--- src/wdt_pkg.sv ---
// shared constants, types and period tables of the watchdog/interval timer
package wdt_pkg;

  // =====================================================================
  // register addresses and reset values
  localparam logic [15:0] WDT_ADDR_PERIOD   = 16'hff42;
  localparam logic [15:0] WDT_ADDR_MODE     = 16'hfff9;
  localparam logic [15:0] WDT_ADDR_STAB     = 16'hfffa;
  localparam logic [2:0]  WDT_PERIOD_RST    = 3'h0;
  localparam logic        WDT_MODE_BIT_RST  = 1'h0;
  localparam logic [2:0]  WDT_STAB_RST      = 3'h4;
  localparam logic [7:0]  WDT_READ_ZERO     = 8'h00;

  // =====================================================================
  // field positions
  localparam int WDT_SEL_W    = 3;
  localparam int WDT_RUN_BIT  = 7;
  localparam int WDT_MODE_BIT = 4;
  localparam int WDT_ACT_BIT  = 3;

  // =====================================================================
  // timing: all figures but the default rank are powers of two of main clock cycles
  localparam int WDT_PRESCALE_LOG2 = 8;
  localparam int WDT_MAX_LOG2      = 20;
  localparam int WDT_STAB_MAX_LOG2 = 17;
  localparam int WDT_DEFAULT_RANK  = 0;

  typedef enum logic [1:0] {WDT_ACT_INTERVAL, WDT_ACT_NMI, WDT_ACT_RESET} wdt_action_e;

  // overflow period exponent per select code
  function automatic int wdt_period_log2(input logic [2:0] sel);
    case (sel)
      3'h7:    return 20;
      default: return 12 + int'(sel);
    endcase
  endfunction

  // stabilization exponent; prohibited codes fall back to the longest wait
  function automatic int wdt_stab_log2(input logic [2:0] sel);
    case (sel)
      3'h0:    return 12;
      3'h1:    return 14;
      3'h2:    return 15;
      3'h3:    return 16;
      default: return 17;
    endcase
  endfunction

endpackage

--- src/wdt_stab_if.sv ---
// carrier between the watchdog core and its stabilization timer
`timescale 1ns/1ps
`default_nettype none
interface wdt_stab_if;
  logic       start;
  logic [2:0] sel;
  logic       tick;
  logic       stable;
  modport ctrl  (output start, output sel, output tick, input stable);
  modport timer (input start, input sel, input tick, output stable);
endinterface
`default_nettype wire

--- src/wdt_core.sv ---
// watchdog / interval timer with oscillation stabilization select
`timescale 1ns/1ps
`default_nettype none
// What this block does
// - The period select code 0..7 gives an overflow after 2^12..2^18 or 2^20 clocks in any mode.
// - The period select register resets to zero and reads bits 7..3 as zero.
// - Writing one to mode bit 7 clears the counter and starts it; it stays stopped until then.
// - Once running, a written zero to the run bit is ignored; only reset stops it.
// - Mode bit 4 low gives interval interrupts, pattern 10 a non-maskable request, 11 a reset.
// - Each mode bit once set ignores written zeros until reset.
// - The first overflow after a restart may come up to 2^8 clocks early.
// - The stabilization select resets to four, giving a 2^17-clock wait after reset.
// - Stabilization codes 0..4 select 2^12, 2^14, 2^15, 2^16 or 2^17 clocks; others are banned.
// - Counting goes on in HALT and freezes in STOP; software restarts before STOP.
// - Counting halts while the CPU runs from the subsystem clock.
// - In interval mode every overflow raises the maskable request, gated by the mask; the priority flag only goes out beside it.
// - By default the interval request outranks every other maskable source.
module wdt_core
  import wdt_pkg::*;
#(
  parameter int PRESCALE_LOG2 = WDT_PRESCALE_LOG2
) (
  // clock and reset
  input  wire logic        sys_clk,
  input  wire logic        rst,
  // register port
  input  wire logic [15:0] reg_addr,
  input  wire logic        reg_wr,
  input  wire logic [7:0]  reg_wdata,
  input  wire logic        reg_rd,
  output logic      [7:0]  reg_rdata,
  // system state
  input  wire logic        stop_mode,
  input  wire logic        stop_release,
  input  wire logic        sub_clk_sel,
  // interrupt controller flags
  input  wire logic        interval_irq_mask,
  input  wire logic        interval_irq_priority,
  // requests out
  output logic             interval_irq,
  output logic             interval_irq_level,
  output logic [1:0]       interval_irq_rank,
  output logic             nmi_req,
  output logic             reset_req,
  output logic             osc_stable
);

  // upper length follows the nominal 2^8 prescale, so PRESCALE_LOG2 scales all times
  localparam int UPW = WDT_MAX_LOG2 - WDT_PRESCALE_LOG2;

  // =====================================================================
  // register state
  logic [2:0]   period_sel_q;
  logic         run_q;
  logic         watchdog_mode_select_q;
  logic         overflow_action_select_q;
  logic [2:0]   stab_sel_q;
  logic [7:0]   rdata_q;

  // write decode
  logic         wr_period;
  logic         wr_mode;
  logic         wr_stab;
  logic         restart;

  assign wr_period = reg_wr && (reg_addr == WDT_ADDR_PERIOD);
  assign wr_mode   = reg_wr && (reg_addr == WDT_ADDR_MODE);
  assign wr_stab   = reg_wr && (reg_addr == WDT_ADDR_STAB);
  assign restart   = wr_mode && reg_wdata[WDT_RUN_BIT];

  // period select, low three bits only
  always_ff @(posedge sys_clk) begin
    if (rst) begin
      period_sel_q <= WDT_PERIOD_RST;
    end else if (wr_period) begin
      period_sel_q <= reg_wdata[WDT_SEL_W-1:0];
    end
  end

  // run and mode bits only ever go from zero to one
  always_ff @(posedge sys_clk) begin
    if (rst) begin
      run_q                    <= WDT_MODE_BIT_RST;
      watchdog_mode_select_q   <= WDT_MODE_BIT_RST;
      overflow_action_select_q <= WDT_MODE_BIT_RST;
    end else if (wr_mode) begin
      run_q                    <= run_q | reg_wdata[WDT_RUN_BIT];
      watchdog_mode_select_q   <= watchdog_mode_select_q | reg_wdata[WDT_MODE_BIT];
      overflow_action_select_q <= overflow_action_select_q | reg_wdata[WDT_ACT_BIT];
    end
  end

  // stabilization select; software must keep to codes 0..4
  always_ff @(posedge sys_clk) begin
    if (rst) begin
      stab_sel_q <= WDT_STAB_RST;
    end else if (wr_stab) begin
      stab_sel_q <= reg_wdata[WDT_SEL_W-1:0];
    end
  end

  // read data registered one cycle after the strobe; unmapped reads zero
  always_ff @(posedge sys_clk) begin
    if (rst) begin
      rdata_q <= WDT_READ_ZERO;
    end else if (reg_rd) begin
      case (reg_addr)
        WDT_ADDR_PERIOD: rdata_q <= {5'h00, period_sel_q};
        WDT_ADDR_MODE:   rdata_q <= {run_q, 2'h0, watchdog_mode_select_q,
                                     overflow_action_select_q, 3'h0};
        WDT_ADDR_STAB:   rdata_q <= {5'h00, stab_sel_q};
        default:         rdata_q <= WDT_READ_ZERO;
      endcase
    end
  end

  assign reg_rdata = rdata_q;

  // =====================================================================
  // counter chain
  logic [PRESCALE_LOG2-1:0] prescale_q;
  logic [UPW-1:0]           upper_q;
  logic [UPW-1:0]           upper_last;
  logic                     clk_ok;
  logic                     tick;
  logic                     overflow;

  // main clock gone to STOP or CPU on subsystem clock freezes everything
  assign clk_ok     = !stop_mode && !sub_clk_sel;
  assign tick       = clk_ok && (&prescale_q);
  assign upper_last = UPW'((1 << (wdt_period_log2(period_sel_q) - WDT_PRESCALE_LOG2)) - 1);
  assign overflow   = run_q && tick && !restart && (upper_q == upper_last);

  // prescaler is never cleared by a restart, hence the early first overflow
  always_ff @(posedge sys_clk) begin
    if (rst) begin
      prescale_q <= '0;
    end else if (clk_ok) begin
      prescale_q <= prescale_q + PRESCALE_LOG2'(1);
    end
  end

  // upper counter: restart wins over a coinciding tick
  always_ff @(posedge sys_clk) begin
    if (rst) begin
      upper_q <= '0;
    end else if (restart) begin
      upper_q <= '0;
    end else if (run_q && tick) begin
      upper_q <= overflow ? '0 : upper_q + UPW'(1);
    end
  end

  // =====================================================================
  // overflow action, one-cycle request pulses
  wdt_action_e action;

  always_comb begin
    if (!watchdog_mode_select_q) begin
      action = WDT_ACT_INTERVAL;
    end else if (overflow_action_select_q) begin
      action = WDT_ACT_RESET;
    end else begin
      action = WDT_ACT_NMI;
    end
  end

  logic       irq_q;
  logic       nmi_q;
  logic       rst_req_q;
  logic       level_q;
  logic [1:0] rank_q;

  // a missed restart in watchdog mode lands here as nmi or reset
  always_ff @(posedge sys_clk) begin
    if (rst) begin
      irq_q     <= 1'b0;
      nmi_q     <= 1'b0;
      rst_req_q <= 1'b0;
    end else begin
      irq_q     <= overflow && (action == WDT_ACT_INTERVAL) && !interval_irq_mask;
      nmi_q     <= overflow && (action == WDT_ACT_NMI);
      rst_req_q <= overflow && (action == WDT_ACT_RESET);
    end
  end

  // priority flag and fixed default rank go along with the request
  always_ff @(posedge sys_clk) begin
    if (rst) begin
      level_q <= 1'b0;
      rank_q  <= 2'h0;
    end else begin
      level_q <= interval_irq_priority;
      rank_q  <= 2'(WDT_DEFAULT_RANK);
    end
  end

  assign interval_irq       = irq_q;
  assign nmi_req            = nmi_q;
  assign reset_req          = rst_req_q;
  assign interval_irq_level = level_q;
  assign interval_irq_rank  = rank_q;

  // =====================================================================
  // stabilization wait after reset and after STOP release
  logic        stab_start_q;
  wdt_stab_if  stab ();

  // start pulse follows reset release; reset value is a constant
  always_ff @(posedge sys_clk) begin
    if (rst) begin
      stab_start_q <= 1'b1;
    end else begin
      stab_start_q <= stop_release;
    end
  end

  assign stab.start = stab_start_q;
  assign stab.sel   = stab_sel_q;
  assign stab.tick  = tick;
  assign osc_stable = stab.stable;

  wdt_stab_timer u_stab (
    .sys_clk (sys_clk),
    .rst     (rst),
    .st      (stab.timer)
  );
endmodule
`default_nettype wire

--- src/wdt_stab_timer.sv ---
// oscillation stabilization wait timer counting prescaler ticks
`timescale 1ns/1ps
`default_nettype none
module wdt_stab_timer
  import wdt_pkg::*;
(
  // clock and reset
  input  wire logic   sys_clk,
  input  wire logic   rst,
  // link to the core
  wdt_stab_if.timer   st
);

  // tick count is fixed by the nominal 2^8 prescale; a short prescaler only speeds it up
  localparam int CW = WDT_STAB_MAX_LOG2 - WDT_PRESCALE_LOG2 + 1;

  typedef enum logic {WDT_ST_IDLE, WDT_ST_WAIT} wdt_st_e;

  wdt_st_e        state_q;
  logic [CW-1:0]  cnt_q;
  logic [CW-1:0]  last_tick;
  logic           stable_q;

  // last tick index of the selected wait
  assign last_tick = CW'((1 << (wdt_stab_log2(st.sel) - WDT_PRESCALE_LOG2)) - 1);

  // =====================================================================
  // wait sequence; a new start always restarts the wait
  always_ff @(posedge sys_clk) begin
    if (rst) begin
      state_q  <= WDT_ST_IDLE;
      cnt_q    <= '0;
      stable_q <= 1'b0;
    end else if (st.start) begin
      state_q  <= WDT_ST_WAIT;
      cnt_q    <= '0;
      stable_q <= 1'b0;
    end else begin
      case (state_q)
        WDT_ST_WAIT: begin
          if (st.tick) begin
            if (cnt_q == last_tick) begin
              state_q  <= WDT_ST_IDLE;
              stable_q <= 1'b1;
            end else begin
              cnt_q <= cnt_q + CW'(1);
            end
          end
        end
        default: state_q <= WDT_ST_IDLE;
      endcase
    end
  end

  assign st.stable = stable_q;
endmodule
`default_nettype wire

--- config.mk ---
export PLATFORM = sky130hd
export DESIGN_NAME = wdt_core
export DESIGN_NICKNAME = d
export VERILOG_FILES = /design/src/wdt_pkg.sv /design/src/wdt_stab_if.sv /design/src/wdt_core.sv /design/src/wdt_stab_timer.sv
export SDC_FILE = /design/constraint.sdc
export NUM_CORES = 1
export LEC_CHECK = 0
export BUFFER_PORTS_ARGS = -buffer_cell sky130_fd_sc_hd__buf_2
export CAP_MARGIN = 40
export CORE_ASPECT_RATIO = 1.25
export CORE_MARGIN = 2
export CORE_UTILIZATION = 50
export DETAILED_ROUTE_END_ITERATION = 10
export PLACE_DENSITY = 0.75
export SYNTH_ARGS = -nofsm -noshare
export SYNTH_HDL_FRONTEND = slang
export SYNTH_SLANG_ARGS = --single-unit
--- constraint.sdc ---
create_clock -name sys_clk -period 2.73 [get_ports sys_clk]
set_clock_uncertainty 0.1 [all_clocks]
set_input_delay 0.1365 -clock sys_clk [delete_from_list [all_inputs] [get_ports sys_clk]]
set_output_delay 0.1365 -clock sys_clk [all_outputs]
set_load 0.005 [all_outputs]
==> results.cfg, run 1 <==
[run_status]
status = finished clean

[drt]
drtIter0Drc = 76
wl_per_cell_um = 12.8
via_per_inst = 5.52
wirelength_um = 5510
route.antenna.remaining_nets = 0
via_count = 2372
first_pass_iters = 4
drc = 0

[clock_network]
clk_latency_ns = 0.31
cts_made_buffers = 5
cts_max_level = 2
clk_pin_slew_worst_paths_ns = 0.09
root_buffer = clkbuf_8
cts_tree = done
cts_sinks = 52
ctsLongestPathBuffers = 2

[power_and_ir_drop]
power_density_mw_per_mm2 = 404
switchingPower_uw = 290
ir_worst_vdd_mv = 0.327
clkPwrFrac_pct = 34.5
seqPwrFrac_pct = 59.4
pwr-share-comb_pct = 6.1
p_total_uw = 1290
internal_power_uw = 1000
leakagePower_uw = 0.00116
sw_frac_of_total_pct = 22.4

[placement]
port_buffers = 41
place_congestion = 0.853
dp.cells = 410
hpwl_um = 4030

[final_layout]
fin_nets = 407
antennaDiodeCount = 0
layout-drive-gt1-share_pct = 26.9
final_cells = 430
syn2layout_area_growth_pct = 19.1

[critical_path]
crit_required_ns = 2.88
path_max_fanout = 5
cp-end-kind = flip-flop
reg2reg_depth = 9
start_kind = flip-flop
crit_type = reg -> reg
arrival_ns = 2.88

[synthesis]
seq_area_frac_synth_pct = 38.7
synth-edff-count = 0
syn_area_per_cell_um2 = 8.46
synth_cell_types = 56
syn-cell-area_mm2 = 0.00269
syn_inst = 318
async_reset_ff_share_pct = 0
synth_flop_cell = dfxtp_1
yosysWarnings = 0
synth_seq_cells = 52

[timing]
finalCriticalPeriod_ns = 2.73
hold_violations = 0
tns_ns = 0
whs_ns = 0.00593
setup_violations = 0
worst_slew_pin_slew_ns = 0.515
maxSlewViolCount = 0
relSlewSlack_pct = 65.7
fin_crit_sh_pct = 99.9
clock.fmax_ghz = 0.367
rsz0062_at_grt = true

[grt]
grt_pass1_wl_um = 9890
grt_pass1_vias = 2334
grt_usage_pct = 20.1
grt_max_degree = 30
antenna_found_initial = 0
overflow = 0

[hold_path]
hold_path.class = in -> reg
whs_path_depth = 3

[job]
maxCapViolations = 0

[floorplanning]
die_h_um = 86.0
io_pins = 48
die_width_um = 69.6
rows = 29
start_util_pct = 52.6
core_area_mm2 = 0.00512
die_area_mm2 = 0.00599
[routing by layer]
metal  wire length [µm]  global-route usage [%]  part of all wire (%)  vias to the layer above
met5                  0                       0                     0                        -
met4                 95                    8.20                   1.7                        0
met3                116                    3.64                   2.1                        8
met2               3040                    39.0                    55                       24
met1               2260                    21.1                    41                     1135
li1                   -                       -                     -                     1205
[cell type report]
cell class	instances	area [µm²]
Clock buffer	6	82.6
Clock inverter	2	10.0
Fill cell	453	1910
Inverter	9	33.8
Multi-Input combinational cell	238	1580
Sequential cell	52	1050
Tap cell	62	77.6
Timing Repair Buffer	61	370
[registers in the layout, indices dropped and copies added (netlist names), 3 cells and up]
register	flops
period_sel_q	3
prescale_q	8
stab.sel	3
u_stab.cnt_q	10
upper_q	12
reg_rdata	6
[kinds of logic after synthesis]
kind of cell,share of synthesized area [%]
AND/OR/NAND/NOR,28.1
adder cells (fa/ha/maj),3.26
multiplexers,0.372
AO/OA/AOI/OAI,14.7
buffers and inverters,6.09
other,0.279
flip-flops,38.7
XOR/XNOR,8.47
[power by group through the flow]
stage / Clock [µW] / Sequential, µW / Combinational, µW
global route: 484 / 770 / 89.3
detailed placement: 0 / 787 / 69.5
CTS: 458 / 769 / 78.5
floorplan: 0 / 787 / 41.7
global placement: 0 / 787 / 67.6
finish: 447 / 768 / 79.0
[placed cells by master (no fill, tap or decap), types with 3 or more instances in the layout]
| cell type | synthesis | final |
|---|---|---|
| dfxtp_1 | 52 | 49 |
| buf_2 | 1 | 43 |
| nor2_1 | 36 | 36 |
| nand2_1 | 26 | 26 |
| nand3_1 | 20 | 20 |
| xnor2_1 | 14 | 14 |
| a21oi_1 | 15 | 12 |
| xor2_1 | 12 | 12 |
| nand4_1 | 11 | 11 |
| buf_4 | 5 | 10 |
| a21oi_2 | 8 | 9 |
| inv_1 | 9 | 9 |
| dlygate4sd3_1 | 0 | 8 |
| nor3_1 | 7 | 7 |
| nor4_1 | 6 | 6 |
| o21ai_1 | 6 | 6 |
| conb_1 | 2 | 6 |
| clkbuf_8 | 0 | 6 |
| nand2b_1 | 5 | 5 |
| ha_1 | 7 | 5 |
| a211oi_1 | 4 | 4 |
| or4_4 | 1 | 4 |
| or3_2 | 6 | 4 |
| a22oi_1 | 3 | 3 |
| and3_1 | 3 | 3 |
| a31oi_1 | 3 | 3 |
| o31ai_1 | 3 | 3 |
| and4b_1 | 3 | 3 |
[synth_stat cells, drive strengths merged, types with 4 or more instances]
cell type  number  share of area (%)
nand4          11                2.6
nor3            8                1.9
o21ai           8                1.5
or3             6                1.7
nor2           37                5.4
nand2b          5                1.2
inv             9                1.3
nand2          26                3.6
xnor2          14                4.6
xor2           12                3.9
or4             5                1.6
clkbuf         12                1.7
a211oi          4                1.1
nor4            7                1.9
dfxtp          52                 39
ha              7                3.3
buf            11                3.2
a21oi          23                5.4
nand3          20                3.7
o31ai           4                1.3
[through the flow]
step	instance area (µm²)	util, %	worst slack (ns)
2_1_floorplan	2750	-	0.0195
3_3_place_gp	2960	57.8	0.000259
3_5_place_dp	2960	57.8	-0.0837
4_1_cts	3160	61.8	-0.0772
5_1_grt	3200	62.6	-0.0721
6_report	3200	62.6	0.00205
[what timing repair did]
action	in CTS	in global routing
gates cloned	1	1
hold buffers	8	0
pin swaps	1	9
setup buffers	2	0
setup endpoints to repair	6	10
endpoints found under the hold margin	9	0
gates resized for setup	2	12
[worst paths after layout]
kind,start,end,slack (ns)
setup reg to reg,stab.sel[1],u_stab.cnt_q[9],0.002
hold / removal,reg_wdata[7],run_q,0.006
setup / recovery,stab.sel[1],u_stab.cnt_q[9],0.002
hold reg to reg,overflow_action_select_q,reset_req,0.37
[worst max-delay path, cell delays in order (launching register included)]
cell and delay, ns:
dfxtp_4 0.38, a21oi_4 0.19, ha_4 0.22, or4_4 0.49, nor2_4 0.12, mux2i_4 0.26
o41ai_4 0.09, buf_4 0.19, or4_4 0.51, a21oi_2 0.12
(Power assumes the default switching activity.)
==> run 2, diff against run 1 <==
Settings changed: ABC_AREA set to 1, CORE_MARGIN 2 to unset, CORE_UTILIZATION 50 to 51, PLACE_DENSITY 0.75 to 0.76.
==> run 2 against run 1 <==
Compared with the run above:
- final cell count is 38% higher
- combinational power is 18% higher
- sequential cell count stayed put
- global-route usage is 3.0 points higher
- critical endpoint is now u_stab.cnt_q[5]
==> results.cfg, run 2 <==
[run_status]
status = finished clean

[final_layout]
final_cell_mix = 109 x nand2_1, 74 x nor2_1, 65 x inv_1
layout_commonest_cell = nand2_1
nFillCells = 581
final_cell_area_mm2 = 0.00351
fin_nets = 565
largest_register_ffs = 12
top_regs = upper_q x12, u_stab.cnt_q x10, prescale_q x8
largest-register = upper_q
post-route-util_pct = 60.4
layout-drive-gt1-share_pct = 13.5
syn2layout_area_growth_pct = 14.4
antennaDiodeCount = 0

[clock_network]
clk_latency_ns = 0.31
ctsLongestPathBuffers = 2
cts_max_level = 2
cts_sinks = 52
cts_made_buffers = 5
clk_pin_slew_worst_paths_ns = 0.10
cts_tree = done
root_buffer = clkbuf_8

[timing]
whs_ns = 0.0332
rsz0062_at_grt = false
tns_ns = 0
finalCriticalPeriod_ns = 2.40
clock.fmax_ghz = 0.417
setup_violations = 0
hold_violations = 0
maxSlewViolCount = 0
fin_crit_sh_pct = 87.8
relSlewSlack_pct = 63.5
worst_slew_pin_slew_ns = 0.548

[critical_path]
start_kind = flip-flop
arrival_ns = 2.50
path_max_fanout = 7
critical-path-slowest-cell = dfxtp_1
cp_top_family = simple AND/OR/NAND/NOR gates
path_buf_inv = 3
crit_top_cell = nand2_1
slowest_delay_ns = 0.38
cp-end-kind = flip-flop
crit_type = reg -> reg
worstPathCellList = inv_1 > o21ai_0 > inv_1 > ha_1 > inv_1 > nand2_1 > nand2_1 > nand2_1 > nand3_1 > nand2_1 > nand2_2 > nand3_2 > nand2_1 > a21oi_1
crit_required_ns = 2.83

[drt]
first_pass_iters = 4
via_per_inst = 5.16
drc = 0
wirelength_um = 7040
drtIter0Drc = 96
wl_per_cell_um = 11.9
via_count = 3055
route.antenna.remaining_nets = 0

[grt]
grt_pass1_vias = 2750
grt_usage_pct = 23.1
antenna_found_initial = 0
overflow = 0
grt_max_degree = 21
grt_pass1_wl_um = 11600

[floorplanning]
start_util_pct = 52.8
rows = 31
core_area_mm2 = 0.00582
io_pins = 48
die_h_um = 88.8
die_width_um = 71.4
die_area_mm2 = 0.00634

[synthesis]
syn-cell-area_mm2 = 0.00307
syn_inst = 474
netlist.top_cell.by_area = dfxtp_1
seq_area_frac_synth_pct = 33.9
synth_cell_types = 35
async_reset_ff_share_pct = 0
yosysWarnings = 0
synth_top_area_share_pct = 33.9
synth_flop_cell = dfxtp_1
synth-edff-count = 0
synth.cells.most_frequent = 109 x nand2_1, 74 x nor2_1, 65 x inv_1
yosys-top-cells-area = dfxtp_1 34%, nand2_1 13%, nor2_1 9.0%
synth_seq_cells = 52
synth.most_common_cell = nand2_1
syn_area_per_cell_um2 = 6.48

[power_and_ir_drop]
power_density_mw_per_mm2 = 380
leakagePower_uw = 0.00158
ir_worst_vdd_mv = 0.499
p_total_uw = 1330

[job]
maxCapViolations = 0

[placement]
port_buffers = 41
place_area_mm2 = 0.00332
hpwl_um = 5480
place_congestion = 0.948

[hold_path]
hold_path.class = in -> reg
## run 2: cell count changes in the layout (fill, tap and decap cells not counted), moves of 9 or more
cell,change
nand2_1,+83
nand4_1,+9
inv_1,+56
o21ai_0,+18
xnor2_1,-12
a21oi_2,-9
nor2_1,+38
buf_4,-10
a21oi_1,+16
## run 2: cells by family (layout without fill, tap and decap cells)
kind of cell               count (synthesis)  count (layout)  synth area share [%]
xor gates and xnor gates                  11              11                  3.14
AOI/OAI and AO/OA                         55              55                  9.24
adders and majority gates                  7               7                  2.85
buffers and inverters                     78             126                  10.1
other                                      2               6                 0.244
DFF                                       52              52                  33.9
and+or+nand+nor                          269             269                  40.6
## run 2: power by group
part           leakage [µW]  switching (µW)  internal, µW  total [µW]
Sequential         0.000421            6.15           765         771
Clock             0.0000463             281           189         470
Combinational       0.00111            50.6          42.6        93.2
## run 2: layout make-up
type | count | area (µm²) | area share, %
Multi-Input combinational cell | 348 | 1740 | 49.4
Clock inverter | 3 | 27.5 | 0.783
Clock buffer | 5 | 68.8 | 1.96
Inverter | 67 | 251 | 7.16
Tap cell | 66 | 82.6 | 2.35
Sequential cell | 52 | 1040 | 29.6
Timing Repair Buffer | 51 | 305 | 8.69
## run 2: final timing paths
kind | endpoint | from | cells after the start | slack, ns
max reg2reg | u_stab.cnt_q[5] | stab.sel[1] | 14 | 0.33
max | u_stab.cnt_q[5] | stab.sel[1] | 14 | 0.33
min reg2reg | prescale_q[7] | prescale_q[7] | 2 | 0.37
min | reg_rdata[4] | reg_rd | 2 | 0.03
## run 2: through the flow
step	setup slack [ns]	cells
finish	0.332	592
CTS	0.333	592
detailed placement	0.352	574
global placement	0.429	574
floorplan	0.664	478
global route	0.0665	592
## run 2: metal layers
metal  up-vias  global-route usage, %  share of wire [%]
met5         -                      0                  0
met4         0                   8.55                2.6
met3        18                   3.87                2.7
met2        59                   45.0                 53
met1      1358                   24.9                 42
li1       1620                      -                  -
## run 2: what timing repair did
action / CTS / global route
buffers inserted: 0 / 0
resized for setup: 0 / 0
endpoints found under the hold margin: 12 / 0
hold buffers: 10 / 0
==> run 3, diff against run 2 <==
Settings changed: CORE_UTILIZATION 51 to 52, PLACE_DENSITY 0.76 to 0.77, SYNTH_HIERARCHICAL set to 1.
==> run 3 against run 2 <==
Compared with the run above:
- final area rose by 2.6%
- die area rose by 1.8%
- highest routed layer unchanged
- synthesized area rose by 3.9%
- via count fell by 1.9%
==> results.cfg, run 3 <==
[critical_path]
cp-end-kind = flip-flop
cp_top_family = simple AND/OR/NAND/NOR gates
critical-path-slowest-cell = dfxtp_1
arrival_ns = 2.62
crit_required_ns = 2.86
r2r_start = stab.sel[1]
start_kind = flip-flop
crit_type = reg -> reg
path_max_fanout = 12
path_buf_inv = 2
worstPathCellList = nand2_1 > nand2_1 > inv_1 > ha_1 > inv_2 > nand3_2 > nor2_4 > nand2_2 > o21ai_2 > nand3_4 > nand2_4 > nand2_1 > a21oi_1
slowest_delay_ns = 0.46
crit_top_cell = nand2_1
startpoint = stab.sel[1]

[hold_path]
min-delay-start = reg_wdata[4]
hold_path.class = in -> reg

[clock_network]
cts_tree = done
cts_sinks = 52
ctsLongestPathBuffers = 2
cts_max_level = 2
clk_pin_slew_worst_paths_ns = 0.10
cts_made_buffers = 5
clk_latency_ns = 0.31
root_buffer = clkbuf_8
post_cts_resized = 0

[grt]
grt_max_degree = 19
overflow = 0
grt_pass1_wl_um = 11500
antenna_found_initial = 0
grt_pass1_vias = 2752
grt_usage_pct = 22.3

[drt]
drc = 0
wirelength_um = 6720
wl_per_cell_um = 11.0
drtIter0Drc = 163
via_per_inst = 4.90
via_count = 2996
route.antenna.remaining_nets = 0
first_pass_iters = 4

[power_and_ir_drop]
internal_power_uw = 1070
sw_frac_of_total_pct = 22.7
ir_worst_vdd_mv = 0.214
power_density_mw_per_mm2 = 384
clkPwrFrac_pct = 38.5
pwr-share-comb_pct = 6.2
switchingPower_uw = 314
leakagePower_uw = 0.00161
seqPwrFrac_pct = 55.3

[floorplanning]
die_h_um = 89.6
rows = 31
core_area_mm2 = 0.00586
start_util_pct = 54.5
io_pins = 48
die_area_mm2 = 0.00646
die_width_um = 72.1

[timing]
worst_slew_pin_slew_ns = 0.553
rsz0062_at_grt = false
tns_ns = 0
hold_violations = 0
relSlewSlack_pct = 63.1
clock.fmax_ghz = 0.401
maxSlewViolCount = 0
finalCriticalPeriod_ns = 2.49
setup_violations = 0
fin_crit_sh_pct = 91.3

[run_status]
status = finished clean

[final_layout]
antennaDiodeCount = 0
layout-drive-gt1-share_pct = 18.0
nFillCells = 524
layout_commonest_cell = nand2_1
top_regs = upper_q x12, u_stab/cnt_q x10, prescale_q x8
post-route-util_pct = 61.6
syn2layout_area_growth_pct = 13.0
fin_nets = 567
largest_register_ffs = 12
final_cell_mix = 119 x nand2_1, 69 x nor2_1, 59 x inv_1
largest-register = upper_q

[synthesis]
synth.cells.most_frequent = 119 x nand2_1, 69 x nor2_1, 59 x inv_1
synth_seq_cells = 52
async_reset_ff_share_pct = 0
synth_flop_cell = dfxtp_1
syn_inst = 481
seq_area_frac_synth_pct = 32.6
synth.most_common_cell = nand2_1
synth_top_area_share_pct = 32.6
yosysWarnings = 6
netlist.top_cell.by_area = dfxtp_1
yosys-top-cells-area = dfxtp_1 33%, nand2_1 14%, nor2_1 8.1%
syn_area_per_cell_um2 = 6.64
synth-edff-count = 0
syn-cell-area_mm2 = 0.00319
synth_cell_types = 38

[job]
maxCapViolations = 0

[placement]
port_buffers = 41
hpwl_um = 5300
place_congestion = 0.870
run 3: cell count changes in the layout (fill, tap and decap cells not counted), sizes merged, moves of 5 or more:
| cell | delta |
|---|---|
| nor3 | -6 |
| nand2 | +18 |
| nand4 | -8 |
| o21ai | -11 |
| dlygate4sd3 | -5 |
| nand3 | +19 |
run 3: area by class of cell:
cell class	count	area (µm²)	area share, %
Clock buffer	5	68.8	1.91
Clock inverter	3	42.5	1.18
Inverter	66	248	6.87
Multi-Input combinational cell	357	1850	51.2
Sequential cell	52	1040	28.9
Tap cell	82	103	2.85
Timing Repair Buffer	46	255	7.08
run 3: timing repair:
item                                    4_1_cts  5_1_grt
setup buffers                                 0        0
endpoints found under the setup margin        0        0
endpoints found under the hold margin         5        0
hold buffers                                  5        0
run 3: routing by layer:
metal | routed length, µm | vias up | global-route usage, %
met4 | 59 | 0 | 6.42
met5 | 0 | - | 0
li1 | - | 1612 | -
met3 | 186 | 6 | 4.13
met1 | 2920 | 1336 | 25.1
met2 | 3560 | 42 | 42.6
run 3: logic make-up after synthesis:
| family | synth area share (%) |
|---|---|
| and+or+nand+nor | 43.9 |
| buffers and inverters | 9.96 |
| DFF | 32.6 |
| AOI/OAI and AO/OA | 7.10 |
| xor gates and xnor gates | 3.84 |
| adders and majority gates | 2.35 |
| other | 0.235 |
run 3: power groups by stage:
stage / logic (µW) / clock network, µW / registers (µW)
after floorplan: 46.5 / 0 / 783
after global placement: 77.1 / 0 / 783
after detailed placement: 79.3 / 0 / 783
after CTS: 84.9 / 548 / 766
after global routing: 98.7 / 584 / 767
final: 85.5 / 534 / 765
run 3: stage by stage:
| stage | worst slack [ns] | std cells | power, µW | cell area (µm²) | hold WS (ns) |
|---|---|---|---|---|---|
| 2_1_floorplan | 0.640 | 485 | 829 | 3210 | 0.106 |
| 3_3_place_gp | 0.365 | 598 | 860 | 3440 | 0.223 |
| 5_1_grt | 0.0349 | 611 | 1450 | 3610 | 0.00896 |
| 3_5_place_dp | 0.274 | 598 | 862 | 3440 | 0.225 |
| 4_1_cts | 0.228 | 611 | 1400 | 3610 | 0.0000139 |
| 6_report | 0.238 | 611 | 1380 | 3610 | 0.00757 |
run 3: worst register-to-register path, stage by stage, from the launching register on:
cell and delay (ns):
dfxtp_1 0.46, nand2_1 0.13, nand2_1 0.12, inv_1 0.07, ha_1 0.31, inv_2 0.10, nand3_2 0.11, nor2_4 0.13
nand2_2 0.08, o21ai_2 0.18, nand3_4 0.23, nand2_4 0.20, nand2_1 0.08, a21oi_1 0.13
run 3: final timing paths:
path / endpoint / cells after the start / slack, ns
worst max-delay path: u_stab/cnt_q[2] / 13 / 0.24
worst min-delay path: watchdog_mode_select_q / 3 / 0.008
worst max register to register: u_stab/cnt_q[2] / 13 / 0.24
worst min register to register: prescale_q[7] / 2 / 0.34
